### src/fcfr_pkg.sv
// Notes on behaviour
// - writing standby bit requests power-down
// - radio power-off bit disables receiver and transmitter
// - low five bits hold running command code
// - owner register writable only after unlock, self-clearing
// - controller ownership bit needs prior unlock
// - secure module ownership bit needs prior unlock
// - both ownership bits never set together
// - two-bit field selects secure module interface
// - size bit one gives 255, zero 512
// - high flag when size minus count within threshold
// - low flag when count within threshold
// - clear bit empties buffer, reads zero
// - bit 2 is threshold bit 8, 512 mode
// - bits 1:0 report count bits 9:8 in 512 mode, read zero in 255 mode
// - data write increments, data read decrements count
// - count register shows bytes held, resets zero
// - threshold register holds low eight bits of comparison level
package fcfr_pkg;
  // -------------------------------------------------------------
  // register map
  // -------------------------------------------------------------
  localparam logic [7:0] FCFR_ADDR_CMD    = 8'h00;
  localparam logic [7:0] FCFR_ADDR_OWNER  = 8'h01;
  localparam logic [7:0] FCFR_ADDR_BUFCTL = 8'h02;
  localparam logic [7:0] FCFR_ADDR_THRESH = 8'h03;
  localparam logic [7:0] FCFR_ADDR_COUNT  = 8'h04;
  localparam logic [7:0] FCFR_ADDR_DATA   = 8'h05;

  // -------------------------------------------------------------
  // field positions
  // -------------------------------------------------------------
  localparam int FCFR_CMD_STANDBY   = 7;
  localparam int FCFR_CMD_RADIO_OFF = 6;
  localparam int FCFR_OWN_UNLOCK    = 7;
  localparam int FCFR_OWN_CTRL      = 6;
  localparam int FCFR_OWN_SECURE    = 5;
  localparam int FCFR_OWN_IF_HI     = 3;
  localparam int FCFR_OWN_IF_LO     = 2;
  localparam int FCFR_BC_SIZE       = 7;
  localparam int FCFR_BC_HIGH       = 6;
  localparam int FCFR_BC_LOW        = 5;
  localparam int FCFR_BC_CLEAR      = 4;
  localparam int FCFR_BC_THR8       = 2;

  // -------------------------------------------------------------
  // sizes and resets
  // -------------------------------------------------------------
  localparam logic [9:0] FCFR_SIZE_SMALL = 10'd255;
  localparam logic [9:0] FCFR_SIZE_LARGE = 10'd512;
  localparam logic [7:0] FCFR_RST_BYTE   = 8'h00;
  localparam logic [4:0] FCFR_CMD_IDLE   = 5'h00;

  typedef enum logic [1:0] {
    FCFR_IF_OFF   = 2'b00,
    FCFR_IF_SPI   = 2'b01,
    FCFR_IF_TWL   = 2'b10,
    FCFR_IF_TWS   = 2'b11
  } fcfr_if_e;

  typedef struct packed {
    logic       wr;
    logic       rd;
    logic [7:0] addr;
    logic [7:0] wdata;
  } fcfr_req_s;

  typedef struct packed {
    logic       standby;
    logic       radio_power_off;
    logic [4:0] command;
    logic       cmd_written;
  } fcfr_cmd_s;

  typedef struct packed {
    logic     bus_owned_by_controller;
    logic     bus_owned_by_secure_module;
    fcfr_if_e secure_module_if_select;
  } fcfr_owner_s;
endpackage : fcfr_pkg

### src/fcfr_regs.sv
`timescale 1ns/10ps
`default_nettype none
module fcfr_regs
  import fcfr_pkg::*;
(
  // clock and reset
  input  wire logic              core_clk,
  input  wire logic              nrst,
  // register access from host interface
  input  wire fcfr_pkg::fcfr_req_s req,
  output logic [7:0]             rdata,
  // buffer data side
  input  wire logic [7:0]        buf_rdata,
  output logic                   buf_push,
  output logic                   buf_pop,
  output logic                   buffer_clear,
  // controls toward the device
  output fcfr_pkg::fcfr_cmd_s    cmd,
  output fcfr_pkg::fcfr_owner_s  owner,
  output logic                   buffer_size_select,
  output logic [9:0]             fill_count,
  output logic                   high_water_flag,
  output logic                   low_water_flag
);
  import fcfr_pkg::*;

  // -------------------------------------------------------------
  // state
  // -------------------------------------------------------------
  logic       standby_r, standby_nxt;
  logic       radio_off_r, radio_off_nxt;
  logic [4:0] command_r, command_nxt;
  logic       cmd_wr_r, cmd_wr_nxt;
  logic       unlock_r, unlock_nxt;
  logic       own_ctrl_r, own_ctrl_nxt;
  logic       own_sec_r, own_sec_nxt;
  logic [1:0] if_sel_r, if_sel_nxt;
  logic       size_r, size_nxt;
  logic [8:0] thr_r, thr_nxt;
  logic [9:0] count_r, count_nxt;
  logic [7:0] rdata_r, rdata_nxt;
  logic       wr_cmd, wr_own, wr_bc, wr_thr, wr_data, rd_data;
  logic       flush;
  logic       hi_f, lo_f;
  logic [9:0] cap;

  // -------------------------------------------------------------
  // decode
  // -------------------------------------------------------------
  always_comb begin
    wr_cmd  = req.wr && (req.addr == FCFR_ADDR_CMD);
    wr_own  = req.wr && (req.addr == FCFR_ADDR_OWNER);
    wr_bc   = req.wr && (req.addr == FCFR_ADDR_BUFCTL);
    wr_thr  = req.wr && (req.addr == FCFR_ADDR_THRESH);
    wr_data = req.wr && (req.addr == FCFR_ADDR_DATA);
    rd_data = req.rd && (req.addr == FCFR_ADDR_DATA);
    flush   = wr_bc && req.wdata[FCFR_BC_CLEAR];
    cap     = size_r ? FCFR_SIZE_SMALL : FCFR_SIZE_LARGE;
  end

  // -------------------------------------------------------------
  // next state
  // -------------------------------------------------------------
  always_comb begin
    standby_nxt   = standby_r;
    radio_off_nxt = radio_off_r;
    command_nxt   = command_r;
    cmd_wr_nxt    = 1'b0;
    unlock_nxt    = unlock_r;
    own_ctrl_nxt  = own_ctrl_r;
    own_sec_nxt   = own_sec_r;
    if_sel_nxt    = if_sel_r;
    size_nxt      = size_r;
    thr_nxt       = thr_r;
    count_nxt     = count_r;
    if (wr_cmd) begin
      standby_nxt   = req.wdata[FCFR_CMD_STANDBY];
      radio_off_nxt = req.wdata[FCFR_CMD_RADIO_OFF];
      command_nxt   = req.wdata[4:0];
      cmd_wr_nxt    = 1'b1;
    end
    if (wr_own) begin
      if (unlock_r) begin
        // unlock is consumed by this write, whatever its bit 7 carries
        unlock_nxt = 1'b0;
        if_sel_nxt = req.wdata[FCFR_OWN_IF_HI:FCFR_OWN_IF_LO];
        if (req.wdata[FCFR_OWN_CTRL] && req.wdata[FCFR_OWN_SECURE]) begin
          own_ctrl_nxt = own_ctrl_r;
          own_sec_nxt  = own_sec_r;
        end else begin
          own_ctrl_nxt = req.wdata[FCFR_OWN_CTRL];
          own_sec_nxt  = req.wdata[FCFR_OWN_SECURE];
        end
      end else begin
        unlock_nxt = req.wdata[FCFR_OWN_UNLOCK];
      end
    end
    if (wr_bc) begin
      size_nxt    = req.wdata[FCFR_BC_SIZE];
      thr_nxt[8]  = req.wdata[FCFR_BC_THR8];
    end
    if (wr_thr) begin
      thr_nxt[7:0] = req.wdata;
    end
    // flush wins over a simultaneous data access
    if (flush) begin
      count_nxt = 10'd0;
    end else if (wr_data && (count_r < cap)) begin
      count_nxt = count_r + 10'd1;
    end else if (rd_data && (count_r != 10'd0)) begin
      count_nxt = count_r - 10'd1;
    end
  end

  // -------------------------------------------------------------
  // read mux
  // -------------------------------------------------------------
  always_comb begin
    rdata_nxt = rdata_r;
    if (req.rd) begin
      case (req.addr)
        FCFR_ADDR_CMD:    rdata_nxt = {standby_r, radio_off_r, 1'b0, command_r};
        FCFR_ADDR_OWNER:  rdata_nxt = {unlock_r, own_ctrl_r, own_sec_r, 1'b0, if_sel_r, 2'b00};
        FCFR_ADDR_BUFCTL: rdata_nxt = {size_r, hi_f, lo_f, 1'b0, 1'b0, thr_r[8],
                                       size_r ? 2'b00 : count_r[9:8]};
        FCFR_ADDR_THRESH: rdata_nxt = thr_r[7:0];
        FCFR_ADDR_COUNT:  rdata_nxt = count_r[7:0];
        FCFR_ADDR_DATA:   rdata_nxt = buf_rdata;
        default:          rdata_nxt = FCFR_RST_BYTE;
      endcase
    end
  end

  // -------------------------------------------------------------
  // registers
  // -------------------------------------------------------------
  always_ff @(posedge core_clk or negedge nrst) begin
    if (!nrst) begin
      standby_r   <= 1'b0;
      radio_off_r <= 1'b0;
      command_r   <= FCFR_CMD_IDLE;
      cmd_wr_r    <= 1'b0;
      unlock_r    <= 1'b0;
      own_ctrl_r  <= 1'b0;
      own_sec_r   <= 1'b0;
      if_sel_r    <= 2'b00;
      size_r      <= 1'b0;
      thr_r       <= 9'd0;
      count_r     <= 10'd0;
      rdata_r     <= FCFR_RST_BYTE;
    end else begin
      standby_r   <= standby_nxt;
      radio_off_r <= radio_off_nxt;
      command_r   <= command_nxt;
      cmd_wr_r    <= cmd_wr_nxt;
      unlock_r    <= unlock_nxt;
      own_ctrl_r  <= own_ctrl_nxt;
      own_sec_r   <= own_sec_nxt;
      if_sel_r    <= if_sel_nxt;
      size_r      <= size_nxt;
      thr_r       <= thr_nxt;
      count_r     <= count_nxt;
      rdata_r     <= rdata_nxt;
    end
  end

  fcfr_level u_level (
    .small_mode (size_r),
    .fill       (count_r),
    .threshold  (thr_r),
    .high_flag  (hi_f),
    .low_flag   (lo_f)
  );

  // -------------------------------------------------------------
  // outputs
  // -------------------------------------------------------------
  always_comb begin
    rdata                            = rdata_r;
    buf_push                         = wr_data && !flush;
    buf_pop                          = rd_data && !flush;
    buffer_clear                     = flush;
    cmd.standby                      = standby_r;
    cmd.radio_power_off              = radio_off_r;
    cmd.command                      = command_r;
    cmd.cmd_written                  = cmd_wr_r;
    owner.bus_owned_by_controller    = own_ctrl_r;
    owner.bus_owned_by_secure_module = own_sec_r;
    owner.secure_module_if_select    = fcfr_if_e'(if_sel_r);
    buffer_size_select               = size_r;
    fill_count                       = count_r;
    high_water_flag                  = hi_f;
    low_water_flag                   = lo_f;
  end
endmodule : fcfr_regs
`default_nettype wire

### src/fcfr_level.sv
`timescale 1ns/10ps
`default_nettype none
module fcfr_level
  import fcfr_pkg::*;
(
  // mode and values
  input  wire logic       small_mode,
  input  wire logic [9:0] fill,
  input  wire logic [8:0] threshold,
  // flags
  output logic            high_flag,
  output logic            low_flag
);
  logic [9:0] size;
  logic [9:0] thr;
  always_comb begin
    size = small_mode ? FCFR_SIZE_SMALL : FCFR_SIZE_LARGE;
    thr  = {1'b0, small_mode ? 1'b0 : threshold[8], threshold[7:0]};
    high_flag = ((size - fill) <= thr);
    low_flag  = (fill <= thr);
  end
endmodule : fcfr_level
`default_nettype wire

### config.mk
export PLATFORM = sky130hd
export DESIGN_NAME = fcfr_regs
export DESIGN_NICKNAME = d
export VERILOG_FILES = /design/src/fcfr_pkg.sv /design/src/fcfr_regs.sv /design/src/fcfr_level.sv
export SDC_FILE = /design/constraint.sdc
export NUM_CORES = 1
export LEC_CHECK = 0
export BUFFER_PORTS_ARGS = -buffer_cell sky130_fd_sc_hd__buf_2
export CAP_MARGIN = 20
export CORE_MARGIN = 2
export CORE_UTILIZATION = 30
export CTS_BUF_LIST = sky130_fd_sc_hd__clkbuf_4 sky130_fd_sc_hd__clkbuf_8 sky130_fd_sc_hd__clkbuf_16
export DETAILED_ROUTE_END_ITERATION = 6
export GPL_TIMING_DRIVEN = 0
export PLACE_DENSITY_LB_ADDON = 0.3
export SLEW_MARGIN = 15
export SYNTH_ARGS = -nofsm -noshare
export SYNTH_HDL_FRONTEND = slang
export SYNTH_SLANG_ARGS = --single-unit
export TNS_END_PERCENT = 50
### constraint.sdc
create_clock -name core_clk -period 4.6 [get_ports core_clk]
set_input_delay 0.23 -clock core_clk [delete_from_list [all_inputs] [get_ports core_clk]]
set_output_delay 0.23 -clock core_clk [all_outputs]
set_load 0.03 [all_outputs]
==> impl_metrics.tcl <==
set metrics [dict create \
    synth.area.top_cells "dfrtp_1, ha_1, mux2_2" \
    initial_core_util_pct 30.9 \
    path_class "flip-flop to flip-flop" \
    cts_buffers 5 \
    p_leak_nw 1.92 \
    synth_top_family_by_area "compound AO/OA/AOI/OAI gates" \
    via_count 3037 \
    die_area_um2 12100 \
    ys_warn_count 0 \
    firstDrtPassIters 5 \
    crit_buf_inv 1 \
    fin_skew_ns 0.00687 \
    dp_hpwl_um 7630 \
    grt_pass1_wl_um 15700 \
    ys_async_sr_fraction_pct 100 \
    io_buffers 61 \
    r2r_start "buffer_size_select$_DFFE_PN0P_" \
    status "finished, final reports clean" \
    grt_pass1_vias 3035 \
    grt_max_degree 42 \
    via_per_inst 5.35 \
    cts_root_buffer "clkbuf_16" \
    cp_top_family "compound AO/OA/AOI/OAI gates" \
    worstPathRequired_ns 4.77 \
    synth_ff_type "dfrtp_1" \
    num_io_pins 64 \
    startpoint_type "flip-flop" \
    report.final.slew_viol_count 0 \
    critical_path_peak_fanout 11 \
    crit_start "buffer_size_select$_DFFE_PN0P_" \
    ys_seq_area_share_pct 30.3 \
    rsz0062_at_grt "false" \
    fin_nets 494 \
    cts_tree "yes" \
    wirelength_um 9860 \
    finalHoldViolCount 0 \
    synthCells 357 \
    setup_viol 0 \
    first_iter_violations 146 \
    row_count 38 \
    maxSlewHeadroom_pct 36.4 \
    wl_per_cell_um 17.4 \
    synth.cell_area_um2 3380 \
    yosysTopAreaCellShare_pct 30.3 \
    placed_area_um2 3860 \
    diodes 0 \
    worstMarginPinSlew_ns 0.954 \
    grt_use_total_pct 16.9 \
    ant_nets 0 \
    globalRouteOverflowTotal 0 \
    route.detailed.drc 0 \
    fmax_mhz 239 \
    insertion_delay_ns 0.29 \
    synth_top_cell_by_area "dfrtp_1" \
    ir_drop_mv 0.145 \
    stdcell_area_um2 4030 \
    synthMuxAreaShare_pct 9.92 \
    ys_ff_latch 41 \
    fin_crit_ns 4.18 \
    coreArea_um2 10900 \
    drive_gt1_share_pct 26.6 \
    multiInputGateArea_um2 2170 \
    synth-adder-area-share_pct 14.9 \
    synth_xor_area_share_pct 2.85 \
    avgSynthCellArea_um2 9.47 \
    p_per_area_nw_per_um2 267 \
    synth_compound_area_share_pct 20.9 \
    fillerInstances 1146 \
    place.gp.congestion 0.855 \
    fin_crit_sh_pct 90.8 \
    cp_data_arrival_time_ns 4.35 \
    area_growth_pct 19.1 \
    yosys.area_share.simple_pct 15.6 \
    die_h_um 110 \
    cts_buffer_depth 2 \
    slowest_stage "dfrtp_1" \
    cap_viol_max_count 0 \
    cp-end-kind "flip-flop" \
    cpPeakStageDelay_ns 0.60 \
    antenna_found_initial 0 \
    hold_slack_ns 0.0861 \
    synth_edf_count 0 \
    htreeDepth 2 \
    synthDistinctLibCells 65 \
    die_w_um 110 \
    syn_nets 424 \
    seq_area_um2 1030 \
    min_path_type "input pin to async pin" \
    clk_pin_slew_ns 0.06 \
    cts_sinks 41 \
    path_cells "inv_1, ha_1, fa_1, nor2b_4, o31a_1, o31a_1, o211ai_4, ha_1, a211oi_2, nor2_1, o41ai_1, a21oi_1, o211ai_1, o211a_1, a21oi_2" \
    final_util_pct 36.8 \
]
power breakdown:
group,leakage (nW),internal (mW),switching [mW]
combinational,1.31,0.127,0.174
clock,0.0704,0.204,0.157
sequential,0.537,0.377,0.0348
flip-flops by register name, summed over array words and instances (netlist names):
signal,flops
own_sec_r,1
own_ctrl_r,1
unlock_r,1
if_sel_r,2
radio_off_r,1
command_r,5
rdata,8
fill_count,10
buffer_size_select,1
standby_r,1
cmd_wr_r,1
thr_r,9
metrics by stage:
| stage | setup WS (ns) | power, mW | setup TNS, ns | std cells |
|---|---|---|---|---|
| after floorplan | 0.585 | 0.623 | 0 | 357 |
| after global placement | 0.0995 | 0.713 | 0 | 558 |
| after detailed placement | -0.0479 | 0.720 | -0.0479 | 558 |
| after CTS | 0.234 | 1.08 | 0 | 568 |
| after global routing | 0.0440 | 1.14 | 0 | 568 |
| final | 0.424 | 1.07 | 0 | 568 |
worst paths after layout:
check                                            endpoint  slack (ns)  depth (start not counted)
max in group asynchronous            thr_r[7]$_DFFE_PN0P_        3.92                          1
worst min-delay path            fill_count[3]$_DFFE_PN0P_        0.09                          1
min in group core_clk            command_r[0]$_DFFE_PN0P_        0.18                          2
worst max-delay path            fill_count[9]$_DFFE_PN0P_        0.42                         15
worst max register to register  fill_count[9]$_DFFE_PN0P_        0.42                         15
worst min register to register       rdata[1]$_DFFE_PN0P_        0.50                          1
synth_stat cells (7+ instances only):
library cell / count
mux2i_1: 11
a21oi_1: 21
nor2b_1: 9
inv_1: 27
o21ai_0: 20
ha_1: 37
nor2_1: 25
o21a_1: 7
nand2_1: 24
mux2_2: 19
xnor2_1: 9
dfrtp_1: 41
cell families after synthesis:
group,Yosys count
xor gates and xnor gates,11
DFF,41
muxes,31
adders and majority gates,39
buffers and inverters,39
and+or+nand+nor,98
AOI/OAI and AO/OA,98
area by class of cell:
type	count	share of cell area, %
clock inverter	3	0.622
buffer	12	2.05
multi-input combinational	277	53.9
sequential	41	25.5
timing repair buffer	63	7.96
inverter	27	2.52
clock buffer	5	3.11
tap	140	4.35
cells in the final DEF (no fill, tap or decap), types with 5 or more instances in the layout:
cell,count
dfrtp_1,41
inv_1,27
xnor2_1,9
nand3_1,6
mux2_2,19
nand4_1,6
nor2_1,25
a21o_1,6
mux2i_1,11
o21ai_0,19
nor2b_1,9
clkbuf_16,5
nand2_1,24
a21oi_1,21
ha_1,37
o21a_1,7
nor3_1,5
buf_2,63
buf_4,7
repair_timing:
action / 4_1_cts / 5_1_grt
resized for setup: 0 / 1
setup endpoints to repair: 1 / 1
pin swaps: 1 / 0
hold buffers: 0 / 0
setup buffers: 2 / 0
per-layer routing:
metal	routed length (um)	global-route usage (%)
met5	0	0
met4	110	3.04
met3	591	3.88
met2	4500	27.3
met1	4650	23.4
No activity file was read; power rests on OpenSTA's default activity.
